**config.mk**
```make
export PLATFORM = sky130hd
export DESIGN_NAME = bvw_regs
export DESIGN_NICKNAME = d
export VERILOG_FILES = /design/src/rtl/bvw_sync3.v /design/src/rtl/bvw_regs.v
export VERILOG_INCLUDE_DIRS = /design/src /design/src/rtl
export SDC_FILE = /design/constraint.sdc
export NUM_CORES = 1
export LEC_CHECK = 0
export ABC_AREA = 1
export BUFFER_PORTS_ARGS = -buffer_cell sky130_fd_sc_hd__buf_2
export CELL_PAD_IN_SITES_DETAIL_PLACEMENT = 1
export CELL_PAD_IN_SITES_GLOBAL_PLACEMENT = 1
export CORE_MARGIN = 1.5
export CORE_UTILIZATION = 39
export DETAILED_ROUTE_END_ITERATION = 7
export GPL_ROUTABILITY_DRIVEN = 0
export GPL_TIMING_DRIVEN = 0
export PLACE_DENSITY = 0.8
export SYNTH_ARGS = -nofsm -noshare
export SYNTH_HDL_FRONTEND = slang
export SYNTH_SLANG_ARGS = --single-unit
```
**constraint.sdc**
```tcl
create_clock -name pclk -period 2.9 [get_ports pclk]
set_input_delay 0.29 -clock pclk [delete_from_list [all_inputs] [get_ports pclk]]
set_output_delay 0.29 -clock pclk [all_outputs]
set_load 0.05 [all_outputs]
```
**src/rtl/bvw_consts.vh**
```
// Purpose: constants shared by the self-test, pad voltage and watchdog register block
// Assumes: 25 MHz pclk, APB with 32-bit data, one aligned word per register
// Notes: register offsets are word indices, byte address is four times the index
`ifndef BVW_CONSTS_VH
`define BVW_CONSTS_VH

// ****************************************
// register indices and address width
// ****************************************
`define BVW_IDX_SELFTEST 8'h14
`define BVW_IDX_PADVSEL 8'h15
`define BVW_IDX_WDOG 8'h16
`define BVW_IDX_IRQ_STATUS 8'h20
`define BVW_IDX_IRQ_MASK 8'h21
`define BVW_ADDR_W 10

// ****************************************
// field positions
// ****************************************
`define BVW_ST_EN_BIT 0
`define BVW_ST_OSC_LO 1
`define BVW_ST_OSC_HI 2
`define BVW_WD_DIS_BIT 0
`define BVW_WD_TMO_LO 1
`define BVW_WD_TMO_HI 7
`define BVW_IRQ_WDOG_BIT 0
`define BVW_IRQ_VRST_BIT 1
`define BVW_IRQ_W 2

// ****************************************
// reset values and write codes
// ****************************************
`define BVW_RST_SELFTEST 8'h00
`define BVW_RST_PADVSEL 1'b1
`define BVW_RST_WDOG 8'hfe
`define BVW_VSEL_SET_CODE 8'hb5
`define BVW_VSEL_CLR_CODE 8'hb6

// ****************************************
// framing clock selection codes
// ****************************************
`define BVW_CLK_TMDS 3'h0
`define BVW_CLK_OSC50 3'h1
`define BVW_CLK_OSC100 3'h2
`define BVW_CLK_OSC25 3'h3
`define BVW_CLK_OSC33 3'h4
`define BVW_CLK_EXTPIX 3'h5

// ****************************************
// timing
// ****************************************
`define BVW_CLK_PERIOD_NS 40
`define BVW_WDOG_UNIT_NS 2000000
`define BVW_WDOG_UNIT_CYCLES (`BVW_WDOG_UNIT_NS / `BVW_CLK_PERIOD_NS)

`endif

```
**src/rtl/bvw_sync3.v**
```verilog
// Purpose: three-stage synchroniser for asynchronous level inputs
// Assumes: inputs are slow levels such as straps and clock-present flags
// Notes: a change is accepted once the second and third stages agree
`timescale 1ns/10ps
`default_nettype none

module bvw_sync3 #(
	parameter N = 2
) (
	// clock and reset
	input wire pclk,
	input wire presetn,
	// asynchronous levels in
	input wire [N-1:0] async_in,
	// filtered levels out
	output reg [N-1:0] level_q,
	output reg [N-1:0] valid_q
);

	reg [N-1:0] s1_q;
	reg [N-1:0] s2_q;
	reg [N-1:0] s3_q;
	reg [N-1:0] p1_q;
	reg [N-1:0] p2_q;
	reg [N-1:0] p3_q;

	// ****************************************
	// synchroniser stages
	// ****************************************
	genvar i;
	generate
		for (i = 0; i < N; i = i + 1)
		begin : g_bit
			always @(posedge pclk or negedge presetn)
			begin
				if (!presetn)
				begin
					s1_q[i] <= 1'b0;
					s2_q[i] <= 1'b0;
					s3_q[i] <= 1'b0;
					p1_q[i] <= 1'b0;
					p2_q[i] <= 1'b0;
					p3_q[i] <= 1'b0;
					level_q[i] <= 1'b0;
					valid_q[i] <= 1'b0;
				end
				else
				begin
					// first stage feeds the second stage only
					s1_q[i] <= async_in[i];
					s2_q[i] <= s1_q[i];
					s3_q[i] <= s2_q[i];
					// level_q waits until the primer chain has filled, so the stages hold pin samples, not reset zeros
					p1_q[i] <= 1'b1;
					p2_q[i] <= p1_q[i];
					p3_q[i] <= p2_q[i];
					if (p3_q[i] && s2_q[i] == s3_q[i])
					begin
						level_q[i] <= s3_q[i];
						valid_q[i] <= 1'b1;
					end
				end
			end
		end
	endgenerate

endmodule

`default_nettype wire

```
**src/rtl/bvw_regs.v**
```verilog
// Purpose: self-test control, pad voltage select and control channel watchdog registers
// Assumes: APB slave on pclk at 25 MHz, presetn is the power-up reset
// Notes: every output comes from a flip-flop
//
// Summary of operation
// RQ1: with self-test off, no TMDS clock and the config bit set, oscillator code 00/01 gives 50 MHz, 10 gives 100 MHz, 11 gives 25 MHz.
// RQ2: with self-test on, oscillator code 00 gives the external pixel clock, 01 gives 33 MHz and 1x gives 100 MHz.
// RQ3: bit 0 of the self-test register enables self-test, resets to off, and bits 7 to 3 read as zero.
// RQ4: at power-up the pad voltage select is loaded from the strap, low meaning 3.3V and high meaning 1.8V.
// RQ5: a digital reset returns the pad voltage select to 3.3V whatever the strap said.
// RQ6: reading the pad voltage register returns 0 for 1.8V and 1 for 3.3V, and it resets to 0x01.
// RQ7: the pad voltage select changes only on write code 0xb5, which sets it, or 0xb6, which clears it, also via fuse.
// RQ8: while enabled the watchdog ends any control channel transaction that outlasts the programmed timeout.
// RQ9: the seven-bit timeout field in bits 7 to 1 counts in 2 ms units and the register resets to 0xfe.
// RQ10: software should never program a timeout of zero and is advised to use one.
// RQ11: watchdog bit 0 at zero lets the watchdog run, at one stops it from ever ending a transaction.
// RQ12: the watchdog restarts at each transaction start, stops at completion, and on expiry aborts and goes idle.
`timescale 1ns/10ps
`default_nettype none
`include "bvw_consts.vh"

module bvw_regs #(
	parameter WDOG_UNIT_CYCLES = `BVW_WDOG_UNIT_CYCLES
) (
	// clock and reset
	input wire pclk,
	input wire presetn,
	// apb slave
	input wire psel,
	input wire penable,
	input wire pwrite,
	input wire [`BVW_ADDR_W-1:0] paddr,
	input wire [31:0] pwdata,
	output reg [31:0] prdata,
	output reg pready,
	output reg pslverr,
	// straps and device state
	input wire sclk_strap_pin,
	input wire tmds_clk_present_pin,
	input wire cfg_osc_framing_en,
	input wire digital_reset,
	// fuse programming port
	input wire fuse_wr_valid,
	input wire [7:0] fuse_wr_data,
	// control channel transactions
	input wire cc_txn_start,
	input wire cc_txn_done,
	output reg cc_txn_abort,
	output reg cc_watchdog_busy,
	// block outputs
	output reg selftest_enable,
	output reg [2:0] framing_clk_sel,
	output reg pad_voltage_strap_select,
	output reg irq
);

	// ****************************************
	// declarations
	// ****************************************
	localparam WD_IDLE = 1'b0;
	localparam WD_RUN = 1'b1;
	localparam SEL_NONE = 3'h0;
	localparam SEL_ST = 3'h1;
	localparam SEL_PV = 3'h2;
	localparam SEL_WD = 3'h3;
	localparam SEL_IS = 3'h4;
	localparam SEL_IM = 3'h5;
	localparam integer UNIT_LAST_I = WDOG_UNIT_CYCLES - 1;
	localparam [31:0] UNIT_LAST_W = UNIT_LAST_I;
	localparam [15:0] UNIT_LAST = UNIT_LAST_W[15:0];
	localparam [7:0] ST_RST = `BVW_RST_SELFTEST;
	localparam [7:0] WD_RST = `BVW_RST_WDOG;
	reg [2:0] selftest_control_q, clk_sel_d, wr_sel, rd_sel;
	reg [6:0] wd_timeout_q, wd_units_q;
	reg wd_disable_q, strap_loaded_q, wd_state_q, vsel_reset_event;
	reg [`BVW_IRQ_W-1:0] irq_status_q, irq_mask_q;
	reg [15:0] wd_prescale_q;
	reg [7:0] rdata_d;
	wire [1:0] sync_level, sync_valid, osc_field;
	wire strap_level, tmds_present, wr_en, wd_expire;

	// ****************************************
	// address decode
	// ****************************************
	// shared by read and write paths, misaligned addresses map nowhere
	function [2:0] reg_select;
		input [`BVW_ADDR_W-1:0] addr;
		begin
			if (addr[1:0] != 2'b00)
				reg_select = SEL_NONE;
			else
			begin
				case (addr[`BVW_ADDR_W-1:2])
				`BVW_IDX_SELFTEST: reg_select = SEL_ST;
				`BVW_IDX_PADVSEL: reg_select = SEL_PV;
				`BVW_IDX_WDOG: reg_select = SEL_WD;
				`BVW_IDX_IRQ_STATUS: reg_select = SEL_IS;
				`BVW_IDX_IRQ_MASK: reg_select = SEL_IM;
				default: reg_select = SEL_NONE;
				endcase
			end
		end
	endfunction

	// ****************************************
	// asynchronous inputs
	// ****************************************
	bvw_sync3 #(.N(2)) u_sync (
		.pclk(pclk),
		.presetn(presetn),
		.async_in({tmds_clk_present_pin, sclk_strap_pin}),
		.level_q(sync_level),
		.valid_q(sync_valid)
	);
	assign strap_level = sync_level[0];
	assign tmds_present = sync_level[1];
	assign osc_field = selftest_control_q[`BVW_ST_OSC_HI:`BVW_ST_OSC_LO];

	// ****************************************
	// apb slave
	// ****************************************
	// no wait state: read data is built in the setup cycle so prdata is a flop
	assign wr_en = psel & penable & pready & pwrite & ~pslverr;

	always @*
	begin
		rd_sel = reg_select(paddr);
		wr_sel = reg_select(paddr);
		case (rd_sel)
		SEL_ST: rdata_d = {5'h00, selftest_control_q}; // [RQ3]
		SEL_PV: rdata_d = {7'h00, pad_voltage_strap_select}; // [RQ6]
		SEL_WD: rdata_d = {wd_timeout_q, wd_disable_q};
		SEL_IS: rdata_d = {6'h00, irq_status_q};
		SEL_IM: rdata_d = {6'h00, irq_mask_q};
		default: rdata_d = 8'h00;
		endcase
	end

	always @(posedge pclk or negedge presetn)
	begin
		if (!presetn)
		begin
			pready <= 1'b0;
			pslverr <= 1'b0;
			prdata <= 32'h0000_0000;
		end
		else if (psel & ~penable)
		begin
			pready <= 1'b1;
			pslverr <= (rd_sel == SEL_NONE);
			prdata <= pwrite ? 32'h0000_0000 : {24'h00_0000, rdata_d};
		end
		else
		begin
			pready <= 1'b0;
			pslverr <= 1'b0;
		end
	end

	// ****************************************
	// self-test control and watchdog control
	// ****************************************
	always @(posedge pclk or negedge presetn)
	begin
		if (!presetn)
		begin
			selftest_control_q <= ST_RST[2:0]; // [RQ3]
			wd_timeout_q <= WD_RST[`BVW_WD_TMO_HI:`BVW_WD_TMO_LO]; // [RQ9]
			wd_disable_q <= 1'b0; // [RQ11]
			irq_mask_q <= {`BVW_IRQ_W{1'b0}};
		end
		else if (wr_en)
		begin
			if (wr_sel == SEL_ST)
				selftest_control_q <= pwdata[2:0]; // [RQ3]
			if (wr_sel == SEL_WD)
			begin
				wd_timeout_q <= pwdata[`BVW_WD_TMO_HI:`BVW_WD_TMO_LO]; // [RQ9]
				wd_disable_q <= pwdata[`BVW_WD_DIS_BIT]; // [RQ11]
			end
			if (wr_sel == SEL_IM)
				irq_mask_q <= pwdata[`BVW_IRQ_W-1:0];
		end
	end

	// ****************************************
	// pad voltage select
	// ****************************************
	// register value 1 means 3.3V, so the strap level is inverted on load
	always @(posedge pclk or negedge presetn)
	begin
		if (!presetn)
		begin
			pad_voltage_strap_select <= `BVW_RST_PADVSEL; // [RQ6]
			strap_loaded_q <= 1'b0;
			vsel_reset_event <= 1'b0;
		end
		else
		begin
			vsel_reset_event <= 1'b0;
			if (digital_reset)
			begin
				pad_voltage_strap_select <= 1'b1; // [RQ5]
				vsel_reset_event <= 1'b1;
			end
			else if (!strap_loaded_q && sync_valid[0])
			begin
				pad_voltage_strap_select <= ~strap_level; // [RQ4]
				strap_loaded_q <= 1'b1;
			end
			else if (wr_en && wr_sel == SEL_PV && (pwdata[7:0] == `BVW_VSEL_SET_CODE || pwdata[7:0] == `BVW_VSEL_CLR_CODE))
				pad_voltage_strap_select <= (pwdata[7:0] == `BVW_VSEL_SET_CODE); // [RQ7]
			else if (fuse_wr_valid && (fuse_wr_data == `BVW_VSEL_SET_CODE || fuse_wr_data == `BVW_VSEL_CLR_CODE))
				pad_voltage_strap_select <= (fuse_wr_data == `BVW_VSEL_SET_CODE); // [RQ7]
		end
	end
	// ****************************************
	// framing clock selection
	// ****************************************
	always @*
	begin
		if (selftest_control_q[`BVW_ST_EN_BIT])
			case (osc_field)
			2'b00: clk_sel_d = `BVW_CLK_EXTPIX; // [RQ2]
			2'b01: clk_sel_d = `BVW_CLK_OSC33; // [RQ2]
			default: clk_sel_d = `BVW_CLK_OSC100; // [RQ2]
			endcase
		else if (!tmds_present && cfg_osc_framing_en)
			case (osc_field)
			2'b10: clk_sel_d = `BVW_CLK_OSC100; // [RQ1]
			2'b11: clk_sel_d = `BVW_CLK_OSC25; // [RQ1]
			default: clk_sel_d = `BVW_CLK_OSC50; // [RQ1]
			endcase
		else
			clk_sel_d = `BVW_CLK_TMDS;
	end
	always @(posedge pclk or negedge presetn)
	begin
		if (!presetn)
		begin
			framing_clk_sel <= `BVW_CLK_TMDS;
			selftest_enable <= 1'b0;
		end
		else
		begin
			framing_clk_sel <= clk_sel_d;
			selftest_enable <= selftest_control_q[`BVW_ST_EN_BIT]; // [RQ3]
		end
	end

	// ****************************************
	// control channel watchdog
	// ****************************************
	// a zero timeout expires after a single unit; start or done in that cycle wins over expiry
	assign wd_expire = (wd_state_q == WD_RUN) && !wd_disable_q && !cc_txn_start && !cc_txn_done
		&& (wd_prescale_q == UNIT_LAST) && (wd_units_q + 7'h01 >= wd_timeout_q); // [RQ8] [RQ9]
	always @(posedge pclk or negedge presetn)
	begin
		if (!presetn)
		begin
			wd_state_q <= WD_IDLE;
			wd_prescale_q <= 16'h0000;
			wd_units_q <= 7'h00;
			cc_txn_abort <= 1'b0;
			cc_watchdog_busy <= 1'b0;
		end
		else
		begin
			cc_txn_abort <= 1'b0;
			case (wd_state_q)
			WD_IDLE:
				if (cc_txn_start)
				begin
					wd_state_q <= WD_RUN; // [RQ12]
					wd_prescale_q <= 16'h0000;
					wd_units_q <= 7'h00;
					cc_watchdog_busy <= 1'b1;
				end
			WD_RUN:
			begin
				if (cc_txn_start)
				begin
					wd_prescale_q <= 16'h0000; // [RQ12]
					wd_units_q <= 7'h00;
				end
				else if (cc_txn_done)
				begin
					wd_state_q <= WD_IDLE; // [RQ12]
					cc_watchdog_busy <= 1'b0;
				end
				else if (wd_expire)
				begin
					wd_state_q <= WD_IDLE; // [RQ12]
					cc_txn_abort <= 1'b1; // [RQ8]
					cc_watchdog_busy <= 1'b0;
				end
				else if (!wd_disable_q) // [RQ11]
				begin
					if (wd_prescale_q == UNIT_LAST)
					begin
						wd_prescale_q <= 16'h0000;
						wd_units_q <= wd_units_q + 7'h01;
					end
					else
						wd_prescale_q <= wd_prescale_q + 16'h0001;
				end
			end
			default: wd_state_q <= WD_IDLE;
			endcase
		end
	end

	// ****************************************
	// interrupts
	// ****************************************
	// a new event beats a write-one-to-clear in the same cycle
	always @(posedge pclk or negedge presetn)
	begin
		if (!presetn)
		begin
			irq_status_q <= {`BVW_IRQ_W{1'b0}};
			irq <= 1'b0;
		end
		else
		begin
			irq_status_q <= (irq_status_q & ~((wr_en && wr_sel == SEL_IS) ? pwdata[`BVW_IRQ_W-1:0] : 2'b00))
				| {vsel_reset_event, wd_expire};
			irq <= |(irq_status_q & irq_mask_q);
		end
	end

endmodule

`default_nettype wire

```
==> results.txt <==
Hpwl dp = 8250 µm
Via count = 3725
Post-synthesis cell type count = 39
Antenna viol nets, final = 0
Register area share after synthesis = 43.2%
IO Port Bufs = 55
Hold crit path type = in2reg
Final hold vios = 0
Residual DRC = 0
Yosys reg bits = 71
First-pass GRT wire length = 18200 µm
Area of the multi-input gates = 1930 µm²
Final WS setup = 273 ps
Sink Count = 71
Htree depth = 3
# diodes = 0
Core area = 10300 µm²
Fin crit share = 90.6%
Crit Path Category = reg2reg
Gr usage total = 20.3%
Max-slew headroom = 56.8%
Std cell rows = 37
Syn_area_per_cell = 7.88 µm²
Fmax = 381 MHz
CTS Buf Count = 9
# resized after CTS = 0
Post-Route WL = 10700 µm
Outcome = completed
Max Clock Skew = 11.0 ps
Slew Viols, Final = 0
Maximum Capacitance Violations = 0
Root buf cell = clkbuf_8
Worst skew pair latency = 350 ps
Fin nets = 687
P&R area growth vs syn = 19.0%
Drt wl/cell = 14.1 µm
Clock Path Buffers = 2
Initial Util = 40.1%
Arr. time, crit path = 2880 ps
HP Start = sclk_strap_pin
Setup violators final = 0
Worst hold slack = 51.9 ps
Reg clk slew, reported paths = 80 ps
Leakage = 2.50 nW
Critical path launch point type = register
RSZ-0062 raised after global routing = no
Initial DRC Count = 151
Max FO, Critical Path = 10
Initial antenna violation count = 0
FF/Latch Area = 1790 µm²
Post-synth EDFFs = 0
PwrDens = 460 nW/µm²
Synth async-reset ratio = 100%
Worst Setup End Kind = register
Largest net degree at the start of global routing = 41
I/O pins = 104
Placement-stage cell area = 4690 µm²
Worst Max-Slew Pin Slew = 648 ps
Die footprint = 11200 µm²
Die W = 106 µm
Warnings, synthesis = 0
Fin area = 4920 µm²
Fill cells = 1301
Crit path launch = wd_units_q[0]
Grt ovf = 0
Chip height = 106 µm
Critical R2R Launch = wd_units_q[0]
Syn Std Cell Area = 4140 µm²
Cells after Synth = 525
Min cycle time layout = 2630 ps
Ys flop type = dfrtp_1
Vias in the first global route = 3877
Via/cell ratio = 4.92
CTS tree = done
Worst EP required = 3150 ps
VDD IR-drop max = 0.244 mV
Fin util = 47.7%
Pre-CTS setup slack = 291 ps
Layout cell share with drive strength beyond 1 = 22.7%
Initial DRT Pass Iterations = 4
Setup TNS = 0 ps
## per-stage QoR
| step | power, W | std cells |
|---|---|---|
| 2_1_floorplan | 0.00128 | 548 |
| 3_3_place_gp | 0.00137 | 739 |
| 3_5_place_dp | 0.00138 | 740 |
| 4_1_cts | 0.00229 | 757 |
| 5_1_grt | 0.00237 | 757 |
| 6_report | 0.00227 | 757 |
## cell usage after synthesis, types with 2 or more instances
cell type / count / area (µm²)
nand3_1: 42 / 210
o21bai_1: 3 / 22.5
nor4_1: 2 / 12.5
xnor2_1: 5 / 43.8
nand3_4: 2 / 35.0
buf_6: 4 / 45.0
nor2_2: 4 / 25.0
clkbuf_1: 4 / 15.0
nand4_1: 17 / 106
nor2_4: 2 / 22.5
o21ai_1: 16 / 80.1
buf_4: 24 / 180
o21ai_2: 7 / 61.3
nand3b_1: 3 / 22.5
nor2_1: 49 / 184
a21oi_1: 10 / 50.1
nand2_1: 122 / 458
conb_1: 2 / 7.51
dfstp_2: 8 / 210
o31ai_1: 5 / 37.5
o21ai_0: 12 / 60.1
nand2_2: 6 / 37.5
xor2_1: 8 / 70.1
inv_1: 65 / 244
inv_2: 5 / 18.8
dfrtp_1: 63 / 1580
o211ai_1: 2 / 15.0
nand3_2: 2 / 20.0
nor3_1: 13 / 65.1
ha_1: 9 / 113
## sequential cells by signal (all words and copies together) (netlist names), 2 cells and up
| signal | cells |
|---|---|
| wd_prescale_q | 16 |
| wd_timeout_q | 7 |
| irq_status_q | 2 |
| prdata | 8 |
| wd_units_q | 7 |
| u_sync.s1_q | 2 |
| selftest_control_q | 3 |
| u_sync.level_q | 2 |
| irq_mask_q | 2 |
| framing_clk_sel | 3 |
| u_sync.s3_q | 2 |
| u_sync.s2_q | 2 |
## final cells by class
| class | count | share of cell area, % |
|---|---|---|
| Clock inverter | 6 | 1.70 |
| Multi-Input combinational cell | 373 | 39.1 |
| Clock buffer | 10 | 2.80 |
| Inverter | 71 | 5.41 |
| Timing Repair Buffer | 57 | 6.25 |
| Sequential cell | 71 | 36.3 |
| Buffer | 33 | 4.98 |
| Tap cell | 136 | 3.46 |
## critical path, stage by stage, from the launching register on
cell and delay (ps):
dfrtp_1 450, ha_1 220, nand3_1 130, nand3b_1 200
xnor2_1 280, ha_1 310, a21oi_1 130, o21a_1 130
nand2_1 100, nand3_4 130, nand2_4 90, inv_2 170
nand2_1 80, nand2_1 80, inv_1 40
## cell usage in the layout, fill, tap and decap left out, types with 12 or more instances in the layout
cell type  count
nand2_1      122
inv_1         65
dfrtp_1       63
buf_2         55
nor2_1        49
nand3_1       42
buf_4         25
conb_1        25
nand4_1       17
o21ai_1       16
nor3_1        13
o21ai_0       12
## where the power goes
group	switching, W	internal, W	total (W)	leakage, nW
clock network	0.000398	0.000505	0.000903	0.116
logic	0.000228	0.0000973	0.000326	1.50
registers	0.0000208	0.00102	0.00104	0.883
## repair_timing
action,CTS,global route
hold buffers,1,0
hold endpoints to repair,26,0
setup buffers,0,0
## worst paths after layout
kind	cells after the start	slack (ps)	endpoint
setup / recovery	14	270	wd_prescale_q[14]
hold / removal	1	50	u_sync.s1_q[0]
setup reg to reg	14	270	wd_prescale_q[14]
hold reg to reg	0	350	u_sync.s2_q[1]
max in group asynchronous	3	1860	pad_voltage_strap_select
min in group asynchronous	2	420	pready
## metal layers
metal | wire, µm | vias to the layer above | GRT usage, %
li1 | - | 1822 | -
met1 | 4700 | 1807 | 25.0
met2 | 5340 | 74 | 35.3
met3 | 373 | 22 | 3.80
met4 | 255 | 0 | 7.92
met5 | 0 | - | 0
## cells by family (layout without fill, tap and decap cells)
| group | count (synthesis) | count (layout) | synth area share [%] |
|---|---|---|---|
| fa+ha+maj | 9 | 9 | 2.72 |
| buf+inv | 104 | 177 | 12.4 |
| other cells | 2 | 25 | 0.182 |
| simple gates | 268 | 268 | 30.4 |
| flops | 71 | 71 | 43.2 |
| compound gates | 58 | 58 | 8.41 |
| xor+xnor | 13 | 13 | 2.75 |
No activity file was read; power rests on OpenSTA's default activity.
